--- src/design/isd_defs.vh ---
/*
 * Constants for the initial speed detect settings register: address,
 * reset value, field positions and the reset values of the decoded thresholds.
 * Assumes inclusion by bare name from the design files under design/.
 */
`ifndef ISD_DEFS_VH
`define ISD_DEFS_VH

`define ISD_ADDR_W 8
`define ISD_DATA_W 32
`define ISD_SETTINGS_ADDR 8'h80
`define ISD_SETTINGS_RESET 32'h00000000
`define ISD_READ_ZERO 32'h00000000
`define ISD_SPEED_PERMILLE_RESET 10'h032
`define ISD_EMF_MV_RESET 11'h032

`define ISD_BIT_RSVD 31
`define ISD_BIT_DETECT 30
`define ISD_BIT_BRAKE 29
`define ISD_BIT_COAST 28
`define ISD_BIT_BACKWARD 27
`define ISD_BIT_RESYNC 26
`define ISD_RESYNC_SPD_HI 25
`define ISD_RESYNC_SPD_LO 22
`define ISD_BIT_BRAKE_SIDE 21
`define ISD_BIT_BRAKE_EXIT 20
`define ISD_BRK_CURR_HI 19
`define ISD_BRK_CURR_LO 17
`define ISD_BRK_TIME_HI 16
`define ISD_BRK_TIME_LO 13
`define ISD_COAST_TIME_HI 12
`define ISD_COAST_TIME_LO 9
`define ISD_STAT_EMF_HI 8
`define ISD_STAT_EMF_LO 6
`define ISD_HANDOFF_HI 5
`define ISD_HANDOFF_LO 2
`define ISD_OPEN_CURR_HI 1
`define ISD_OPEN_CURR_LO 0

`endif

--- src/design/isd_code_lut.v ---
/*
 * Translates the two threshold codes of the settings register into
 * engineering units: resync speed in tenths of a percent of maximum
 * speed, and the stationary back-EMF level in millivolts.
 * Assumes registered code inputs; the outputs are purely combinational.
 */
`timescale 1ns/1ps
module isd_code_lut (
    // Codes
    input wire [3:0] speed_code_in,
    input wire [2:0] emf_code_in,
    // Decoded values
    output reg [9:0] speed_permille_out,
    output reg [10:0] emf_mv_out
);
    always @* begin
        case (speed_code_in)
            4'h0: speed_permille_out = 10'h032;
            4'h1: speed_permille_out = 10'h064;
            4'h2: speed_permille_out = 10'h096;
            4'h3: speed_permille_out = 10'h0C8;
            4'h4: speed_permille_out = 10'h0FA;
            4'h5: speed_permille_out = 10'h12C;
            4'h6: speed_permille_out = 10'h15E;
            4'h7: speed_permille_out = 10'h190;
            4'h8: speed_permille_out = 10'h1C2;
            4'h9: speed_permille_out = 10'h1F4;
            4'hA: speed_permille_out = 10'h226;
            4'hB: speed_permille_out = 10'h258;
            4'hC: speed_permille_out = 10'h2BC;
            4'hD: speed_permille_out = 10'h320;
            4'hE: speed_permille_out = 10'h384;
            default: speed_permille_out = 10'h3E8;
        endcase
    end

    always @* begin
        case (emf_code_in)
            3'h0: emf_mv_out = 11'h032;
            3'h1: emf_mv_out = 11'h04B;
            3'h2: emf_mv_out = 11'h064;
            3'h3: emf_mv_out = 11'h0FA;
            3'h4: emf_mv_out = 11'h1F4;
            3'h5: emf_mv_out = 11'h2EE;
            3'h6: emf_mv_out = 11'h3E8;
            default: emf_mv_out = 11'h5DC;
        endcase
    end
endmodule

--- src/design/isd_settings.v ---
/*
 * Initial speed detect settings register with its decoded control outputs
 * toward the start-up sequencer.
 * Assumes a single 100 MHz clock, synchronous active-high reset and a
 * master that never issues read and write strobes together.
 */
// Local design decision: the plain strobed port.
`timescale 1ns/1ps
`include "isd_defs.vh"
module isd_settings (
    // Clock and reset
    input wire clk_in,
    input wire sys_rst_in,
    // Register port
    input wire [`ISD_ADDR_W-1:0] reg_addr_in,
    input wire [`ISD_DATA_W-1:0] reg_wdata_in,
    input wire reg_wr_in,
    input wire reg_rd_in,
    output reg [`ISD_DATA_W-1:0] reg_rdata_out,
    // Enables toward the sequencer
    output reg speed_detect_on_out,
    output reg brake_on_out,
    output reg tristate_coast_on_out,
    output reg backward_drive_on_out,
    output reg forward_resync_on_out,
    // Mode selects and raw codes
    output reg [3:0] resync_min_speed_sel_out,
    output reg brake_switch_side_sel_out,
    output reg brake_exit_condition_sel_out,
    output reg [2:0] brake_current_sel_out,
    output reg [3:0] brake_time_sel_out,
    output reg [3:0] coast_time_sel_out,
    output reg [2:0] stationary_emf_level_sel_out,
    output reg [3:0] handoff_speed_sel_out,
    output reg [1:0] open_loop_current_sel_out,
    // Decoded thresholds
    output reg [9:0] resync_min_speed_permille_out,
    output reg [10:0] stationary_emf_mv_out
);
    reg [`ISD_DATA_W-1:0] settings_q;
    reg [`ISD_DATA_W-1:0] settings_d;
    wire [9:0] speed_permille;
    wire [10:0] emf_mv;

    function hit_settings;
        input [`ISD_ADDR_W-1:0] addr;
        begin
            hit_settings = (addr == `ISD_SETTINGS_ADDR);
        end
    endfunction

    // Whole-word writes only; the port has no byte enables.
    always @* begin
        settings_d = settings_q;
        if (reg_wr_in && hit_settings(reg_addr_in)) begin
            settings_d = reg_wdata_in;
        end
    end

    always @(posedge clk_in) begin
        if (sys_rst_in) begin
            settings_q <= `ISD_SETTINGS_RESET;
        end else begin
            settings_q <= settings_d;
        end
    end

    // Unmapped reads return zero so software can probe the map safely.
    always @(posedge clk_in) begin
        if (sys_rst_in) begin
            reg_rdata_out <= `ISD_READ_ZERO;
        end else if (reg_rd_in && hit_settings(reg_addr_in)) begin
            reg_rdata_out <= settings_q;
        end else begin
            reg_rdata_out <= `ISD_READ_ZERO;
        end
    end

    isd_code_lut u_lut (
        .speed_code_in(settings_q[`ISD_RESYNC_SPD_HI:`ISD_RESYNC_SPD_LO]),
        .emf_code_in(settings_q[`ISD_STAT_EMF_HI:`ISD_STAT_EMF_LO]),
        .speed_permille_out(speed_permille),
        .emf_mv_out(emf_mv)
    );

    // Outputs trail the register by one cycle so every output is a flop.
    always @(posedge clk_in) begin
        if (sys_rst_in) begin
            speed_detect_on_out <= 1'h0;
            brake_on_out <= 1'h0;
            tristate_coast_on_out <= 1'h0;
            backward_drive_on_out <= 1'h0;
            forward_resync_on_out <= 1'h0;
            resync_min_speed_sel_out <= 4'h0;
            brake_switch_side_sel_out <= 1'h0;
            brake_exit_condition_sel_out <= 1'h0;
            brake_current_sel_out <= 3'h0;
            brake_time_sel_out <= 4'h0;
            coast_time_sel_out <= 4'h0;
            stationary_emf_level_sel_out <= 3'h0;
            handoff_speed_sel_out <= 4'h0;
            open_loop_current_sel_out <= 2'h0;
            resync_min_speed_permille_out <= `ISD_SPEED_PERMILLE_RESET;
            stationary_emf_mv_out <= `ISD_EMF_MV_RESET;
        end else begin
            speed_detect_on_out <= settings_q[`ISD_BIT_DETECT];
            brake_on_out <= settings_q[`ISD_BIT_BRAKE];
            tristate_coast_on_out <= settings_q[`ISD_BIT_COAST];
            backward_drive_on_out <= settings_q[`ISD_BIT_BACKWARD];
            forward_resync_on_out <= settings_q[`ISD_BIT_RESYNC];
            resync_min_speed_sel_out <= settings_q[`ISD_RESYNC_SPD_HI:`ISD_RESYNC_SPD_LO];
            brake_switch_side_sel_out <= settings_q[`ISD_BIT_BRAKE_SIDE];
            brake_exit_condition_sel_out <= settings_q[`ISD_BIT_BRAKE_EXIT];
            brake_current_sel_out <= settings_q[`ISD_BRK_CURR_HI:`ISD_BRK_CURR_LO];
            brake_time_sel_out <= settings_q[`ISD_BRK_TIME_HI:`ISD_BRK_TIME_LO];
            coast_time_sel_out <= settings_q[`ISD_COAST_TIME_HI:`ISD_COAST_TIME_LO];
            stationary_emf_level_sel_out <= settings_q[`ISD_STAT_EMF_HI:`ISD_STAT_EMF_LO];
            handoff_speed_sel_out <= settings_q[`ISD_HANDOFF_HI:`ISD_HANDOFF_LO];
            open_loop_current_sel_out <= settings_q[`ISD_OPEN_CURR_HI:`ISD_OPEN_CURR_LO];
            resync_min_speed_permille_out <= speed_permille;
            stationary_emf_mv_out <= emf_mv;
        end
    end
endmodule

--- config.mk ---
export PLATFORM = sky130hd
export DESIGN_NAME = isd_settings
export DESIGN_NICKNAME = d
export VERILOG_FILES = /design/src/design/isd_code_lut.v /design/src/design/isd_settings.v
export VERILOG_INCLUDE_DIRS = /design/src /design/src/design
export SDC_FILE = /design/constraint.sdc
export NUM_CORES = 1
export LEC_CHECK = 0
export BUFFER_PORTS_ARGS = -buffer_cell sky130_fd_sc_hd__buf_2
export CAP_MARGIN = 20
export CORE_UTILIZATION = 42
export CTS_BUF_LIST = sky130_fd_sc_hd__clkbuf_8
export CTS_CLUSTER_DIAMETER = 60
export DETAILED_ROUTE_END_ITERATION = 8
export PLACE_DENSITY = 0.79
export SLEW_MARGIN = 20
export SYNTH_ARGS = -nofsm -noshare
export SYNTH_HDL_FRONTEND = slang
export SYNTH_SLANG_ARGS = --single-unit
--- constraint.sdc ---
create_clock -name clk_in -period 1.72 [get_ports clk_in]
set_input_delay 0.172 -clock clk_in [delete_from_list [all_inputs] [get_ports clk_in]]
set_output_delay 0.172 -clock clk_in [all_outputs]
set_load 0.01 [all_outputs]
; Word-level counts from Yosys, hierarchy flattened
; Memory sizes are Yosys's and may differ from the RTL's. A register that Yosys moved wholly into a read port is not among the register bits.
; Index checks and enable logic that the tools add are counted.
[classes]
n_eq_ne = 7
n_mux = 1
n_bitwise = 1
reduce_logical = 4
[op_table]
columns = op, count
row1 = case mux 11 bit (7 select lines), 1
row2 = "== test 3 bit, second input constant", 3
row3 = "== test 8 bit, second input constant", 1
row4 = "== test 3 x 2 -> 1 bit, second input constant", 2
row5 = "== test 3 x 1 -> 1 bit, second input constant", 1
row6 = logical NOT 3 bit, 1
row7 = logical AND 1 bit, 2
row8 = OR reduction 2 bit, 1
row9 = inverter 1 bit, 1
[word_totals]
reg_bits = 116
rom_bits = 144
inputBits = 44
elab_cells = 32
n_memories = 1
[mem_list]
columns = name, words, word_bits, read_ports, rd_clocked_by_memory_dff, wr, line
row1 = (no name shown), 16, 9, 1, 1, 0, isd_code_lut.v:17  ; case (speed_code_in)

; Logic depth before layout (Yosys ltp)
; Gate-level depths: netlist of run 1.
[logic_depth]
word_depth = 4
mapped_depth = 5
ltp_nobuf = 5

; Hierarchy
; From an unflattened synthesis of run 1, not the netlist that was laid out.
[hier_totals]
hier_cells = 343
hier_area_um2 = 3966.3
[by_module_without_submodules]
columns = module, instances, cells_per_inst, area_per_inst_um2, seq_area_each_um2
row1 = isd_settings, 1, 285, 3562.2, 2322.2
row2 = isd_code_lut, 1, 58, 404.1, 0.0

; Worst setup path before layout of run 1
; Ideal clock, no wire load.
[synth_path]
path_type = reg2reg
from = register settings_q[22]
to = register resync_min_speed_permille_out[5]
arrival_time_ps = 1304
required_ps = 1600
path_slack_ps = 297
stages_incl_launch_ff = 6
synth_period_minus_slack_ps = 1423
cell_sequence = dfxtp_1 inv_1 ha_1 nor2_1 a21oi_1 a211o_1
[synth_rtl]
columns = element, line
row1 = start: declaration, isd_settings.v:40  ; reg [`ISD_DATA_W-1:0] settings_q;
row2 = start signal: assignment, isd_settings.v:62  ; settings_q <= `ISD_SETTINGS_RESET;
row3 = start signal: assignment, isd_settings.v:64  ; settings_q <= settings_d;
row4 = end: declaration, isd_settings.v:37  ; output reg [9:0] resync_min_speed_permille_out,

==> impl_metrics.yaml, run 1 <==
sta:
  max-slew-margin-rel_pct: 63.0
  tightest_slew_ns: 0.554
  finClkSkew_ns: 0.00651
  tns_ns: 0
  setup_viol: 0
  holdWs_ns: 0.0320
  report.final.slew_viol_count: 0
  setup_ws_ns: 0.365
  hold_viol_final: 0
  period_share_pct: 78.8
  rsz0062_at_grt: "false"
  max_freq_mhz: 738
  period_needed_ns: 1.35
cts:
  clock_latency_ns: 0.42
  cts-htree-levels: 4
  cts_made_buffers: 17
  cts_tree: "built"
  postCtsSetupBuffers: 0
  clockBufferDepth: 2
  clk_pin_slew_worst_paths_ns: 0.07
  cts.sinks: 115
  cts_resized: 0
  ctsRootBufferMaster: "clkbuf_8"
flow_run:
  cap_violations: 0
final_layout:
  layout.nets: 569
  final_cells: 639
  fillers: 728
  final_cell_area_um2: 5250
  diodes: 0
  drive_above_1_share_pct: 31.8
  area_delta_synth_final_pct: 36.9
die:
  die_w_um: 97.6
  start_util_pct: 43.8
  rows: 34
  die_y_um: 97.6
  core_um2: 8760
  io_pins: 128
  die_area_um2: 9520
drt:
  drt_iter0_drc: 48
  drt_first_pass_iters: 4
  vias: 2812
  drc_errors: 0
  routed_wl_um: 7820
  wl_per_cell_um: 12.2
  drtAntennaViolNets: 0
  viasPerCell: 4.40
global_routing:
  grt_pass1_vias: 2845
  grt_pass1_wl_um: 12800
  overflow: 0
  grtUsageTotal_pct: 17.4
  grt_start_max_net_pins: 41
  antenna_found_initial: 0
synth:
  syn-cell-area_um2: 3830
  ys_types: 28
  syn_nets: 411
  synthCells: 360
  yosysTopAreaCell: "dfxtp_1"
  yosysTopAreaCellShare_pct: 60.0
  avgSynthCellArea_um2: 10.7
  seq_area_frac_synth_pct: 60.0
  synth.area.top_cells: "dfxtp_1 60%, nand2b_1 11%, mux2i_1 9.7%, nor2_1 4.5%, inv_1 3.5%"
  yosys_warnings: 0
  yosys_register_bits: 115
pwr:
  powerDensity_nw_per_um2: 1070
  peakVddDrop_mv: 0.603
  p_leak_nw: 2.59
place:
  dp_hpwl_um: 5460
  placed_cells: 582
  io_buffers: 126
  place_congestion: 0.796
  placed_area_um2: 4550
  post-place-ws_ns: 0.358
critical_path:
  required_ns: 2.03
  r2r_slack_ns: 0.37
  cpPeakStageDelay_ns: 0.36
  cp_slowest_cell: "ha_1"
  path_cells: "inv_1, ha_1, nor2_1, a21oi_1, a211o_1"
  endpoint_kind: "flip-flop"
  start_kind: "flip-flop"
  worstPathArrival_ns: 1.66
  cp_max_fo: 5
  startpoint: "settings_q[22]"
  r2r-start: "settings_q[22]"
  path_class: "flip-flop to flip-flop"
worst_hold_path:
  min_path_type: "primary input to flip-flop"
  hold_start: "reg_wdata_in[12]"
run_status:
  status: "complete, no violations"
[logic make-up after synthesis]
logic type | Yosys count | share of synthesized area [%]
multiplexers | 37 | 9.66
AND/OR/NAND/NOR | 128 | 17.8
flip-flops | 115 | 60.0
buffers and inverters | 57 | 7.21
adder cells (fa/ha/maj) | 7 | 2.28
AO/OA/AOI/OAI | 11 | 1.96
XOR/XNOR | 4 | 0.914
other | 1 | 0.0978
[power by group]
group | switching, mW | internal [mW]
sequential | 0.000808 | 2.66
combinational | 0.0626 | 0.113
clock | 1.08 | 1.71
[cells in the final DEF (no fill, tap or decap), types with 3 or more instances in the layout]
cell type,n
buf_2,126
dlygate4sd3_1,25
clkinvlp_4,3
clkbuf_8,17
inv_1,37
a211o_1,3
ha_1,7
dfxtp_1,115
xnor2_1,3
mux2i_1,37
buf_4,7
nand2_1,5
bufinv_16,5
clkinv_2,4
nor2_1,46
nand2b_1,67
a21oi_1,3
[through the flow]
stage | util, % | power (mW)
2_1_floorplan | - | 2.79
3_3_place_gp | 52.0 | 2.85
3_5_place_dp | 52.0 | 2.86
4_1_cts | 59.9 | 5.70
5_1_grt | 59.9 | 5.84
6_report | 59.9 | 5.64
[layer usage]
layer  track usage [%]  vias up  wire [um]
met5                 0        -          0
met4              8.48        0         97
met3              5.32       10        433
met1              19.2     1281       3390
li1                  -     1426          -
met2              30.2       95       3900
[final cells by class]
| cell class | count | area (um^2) | share of cell area (%) |
|---|---|---|---|
| sequential | 115 | 2300 | 43.8 |
| multi-input combinational | 188 | 1260 | 23.9 |
| timing repair buffer | 160 | 973 | 18.5 |
| clock buffer | 17 | 234 | 4.46 |
| clock inverter | 15 | 214 | 4.07 |
| inverter | 36 | 135 | 2.57 |
| tap | 108 | 135 | 2.57 |
[sequential cells by signal, summed over array words and instances, names as in the netlist, 4 cells and up]
register / flops
settings_q: 32
coast_time_sel_out: 4
resync_min_speed_sel_out: 4
reg_rdata_out: 32
resync_min_speed_permille_out: 9
stationary_emf_mv_out: 11
handoff_speed_sel_out: 4
brake_time_sel_out: 4
[cell usage after synthesis]
master	instances
nor4b_2	1
a211oi_1	1
and2_1	1
a21o_1	2
buf_6	1
nand2_1	5
nor2_1	46
ha_1	7
and3_1	2
dfxtp_1	115
nor4_2	1
conb_1	1
xor2_1	1
buf_12	3
inv_1	36
buf_2	2
a31oi_1	1
nand3_1	1
xnor2_1	3
nand2b_1	67
o21ai_0	1
nor3_1	2
a21oi_1	3
buf_4	1
a211o_1	3
clkbuf_1	14
nor2b_1	2
mux2i_1	37
[repair_timing]
item,4_1_cts,5_1_grt
setup endpoints to repair,0,0
hold endpoints to repair,25,0
hold buffers,25,0
[worst paths after layout]
check / depth (start not counted) / end
max: 5 / resync_min_speed_permille_out[5]
min: 3 / settings_q[12]
max reg2reg: 5 / resync_min_speed_permille_out[5]
min reg2reg: 2 / reg_rdata_out[31]
[critical path: cells and delay by family (launching register included)]
family / cells / cell delay [ns]
simple gates: 1 / 0.10
compound gates: 2 / 0.36
flops: 1 / 0.33
buf+inv: 1 / 0.10
fa+ha+maj: 1 / 0.36
Power figures use the tool's default switching activity.
==> run 2, diff against run 1 <==
PLACE_DENSITY = 0.82   (was 0.79)
clock period = 1.1 ns   (was 1.72 ns; I/O delays follow)
==> impl_metrics.yaml, run 2 (synthesis gave the netlist of run 1 again) <==
critical_path:
  required_ns: 1.39
  r2r-start: "settings_q[22]"
  path_class: "flip-flop to flip-flop"
  worstReg2RegEnd: "resync_min_speed_permille_out[5]"
  crit_end: "resync_min_speed_permille_out[5]"
  r2r_slack_ns: -0.07
  reg2reg_depth: 5
  worstPathArrival_ns: 1.46
  startpoint: "settings_q[22]"
  cp_max_fo: 5
  endpoint_kind: "flip-flop"
  start_kind: "flip-flop"
place:
  place_congestion: 0.768
  dp_hpwl_um: 5230
  placed_area_um2: 4650
  io_buffers: 126
  post-place-ws_ns: -0.208
cts:
  cts-htree-levels: 4
  ctsRootBufferMaster: "clkbuf_8"
  clk_pin_slew_worst_paths_ns: 0.07
  cts.sinks: 115
  clock_latency_ns: 0.41
  cts_made_buffers: 17
  cts_tree: "built"
  clockBufferDepth: 2
sta:
  period_needed_ns: 1.17
  period_share_pct: 106
  tns_ns: -0.131
  rsz0062_at_grt: "true"
  report.final.slew_viol_count: 0
  finClkSkew_ns: 0.00946
  holdWs_ns: 0.190
  max_freq_mhz: 855
  hold_viol_final: 0
  setup_viol: 3
  setup_ws_ns: -0.0692
pwr:
  clock_power_share_pct: 49.7
  p_switching_mw: 1.72
  peakVddDrop_mv: 1.07
  powerDensity_nw_per_um2: 1620
  p_leak_nw: 2.69
  intPower_mw: 7.14
  netSwitchingFraction_pct: 19.4
  combPwrFrac_pct: 3.3
  p_seq_share_pct: 47.0
global_routing:
  antenna_found_initial: 0
  top_usage_layer: "met2"
  grt_pass1_wl_um: 13000
  grt_pass1_vias: 2925
  grtUsageMet2_pct: 32.2
  overflow: 0
  use_met1_pct: 18.2
  met3_usage_pct: 5.47
  grtUsageTotal_pct: 17.6
  grt_start_max_net_pins: 33
drt:
  vias: 2846
  drt_iter0_drc: 77
  routed_wl_um: 8020
  drc_errors: 0
  drtAntennaViolNets: 0
  viasPerCell: 4.36
  drt_first_pass_iters: 4
  wl_per_cell_um: 12.3
final_layout:
  layout_commonest_cell: "buf_2"
  drive_above_1_share_pct: 34.1
  final_core_util_pct: 62.3
  top_regs: "reg_rdata_out (32), settings_q (32), stationary_emf_mv_out (11)"
  layout.nets: 583
  diodes: 0
  final_cell_mix: "126 x buf_2, 112 x dfxtp_1, 67 x nand2b_1, 46 x nor2_1, 37 x mux2i_1"
  final_cell_area_um2: 5460
  area_delta_synth_final_pct: 42.4
flow_run:
  cap_violations: 0
die:
  rows: 34
  start_util_pct: 43.8
  die_w_um: 97.6
  die_y_um: 97.6
  io_pins: 128
  core_um2: 8760
  die_area_um2: 9520
run_status:
  violations: "negative setup slack"
  status: "finished, violations left"
worst_hold_path:
  min_path_type: "primary input to flip-flop"
run 2: changes by cell type in the layout (fill, tap and decap cells not counted), moves of 2 or more:
cell	delta
dlygate4sd3_1	+7
ha_4	+2
inv_4	+2
dfxtp_1	-3
clkbuf_8	+2
dfxtp_4	+2
buf_12	+2
buf_4	+5
ha_1	-3
clkinvlp_4	-3
run 2: critical path: stages (launching register included):
cell     delay (ns)
dfxtp_4        0.38
inv_4          0.05
ha_4           0.22
nor2_1         0.08
a21oi_1        0.05
a211o_1        0.26
run 2: timing repair:
item	4_1_cts	5_1_grt
hold buffers	32	0
pin swaps	2	4
setup buffers	0	1
endpoints found under the setup margin	4	4
resized for setup	1	7
hold endpoints to repair	32	0
run 2: routing by layer:
layer	vias up	routed length [um]
met3	10	342
met5	-	0
met1	1299	3280
li1	1452	-
met2	85	4280
met4	0	121
run 2: power by group through the flow:
stage / clock, mW / combinational (mW) / sequential (mW)
2_1_floorplan: 0 / 0.0993 / 4.26
3_3_place_gp: 0 / 0.203 / 4.26
3_5_place_dp: 0 / 0.206 / 4.26
4_1_cts: 4.48 / 0.295 / 4.16
5_1_grt: 4.68 / 0.321 / 4.16
6_report: 4.40 / 0.296 / 4.16
run 2: worst min-delay path by stage:
stage / startpoint / endpoint / cells after the start
after global routing: sys_rst_in / stationary_emf_mv_out[2] / 3
after detailed placement: reg_wdata_in[23] / settings_q[23] / 3
after floorplan: reg_wdata_in[22] / settings_q[22] / 2
after CTS: sys_rst_in / stationary_emf_mv_out[3] / 3
after global placement: reg_wdata_in[23] / settings_q[23] / 3
final: sys_rst_in / stationary_emf_mv_out[3] / 3
run 2: through the flow:
stage               instances  power, mW
finish                    653       8.86
global route              653       9.16
CTS                       652       8.94
detailed placement        588       4.46
global placement          588       4.46
floorplan                 360       4.36
run 2: area by class of cell:
| class | instances | area [um^2] |
|---|---|---|
| clock buffer | 19 | 262 |
| clock inverter | 13 | 190 |
| fill | 704 | 3300 |
| inverter | 36 | 140 |
| multi-input combinational | 188 | 1300 |
| sequential | 115 | 2310 |
| tap | 108 | 135 |
| timing repair buffer | 174 | 1120 |
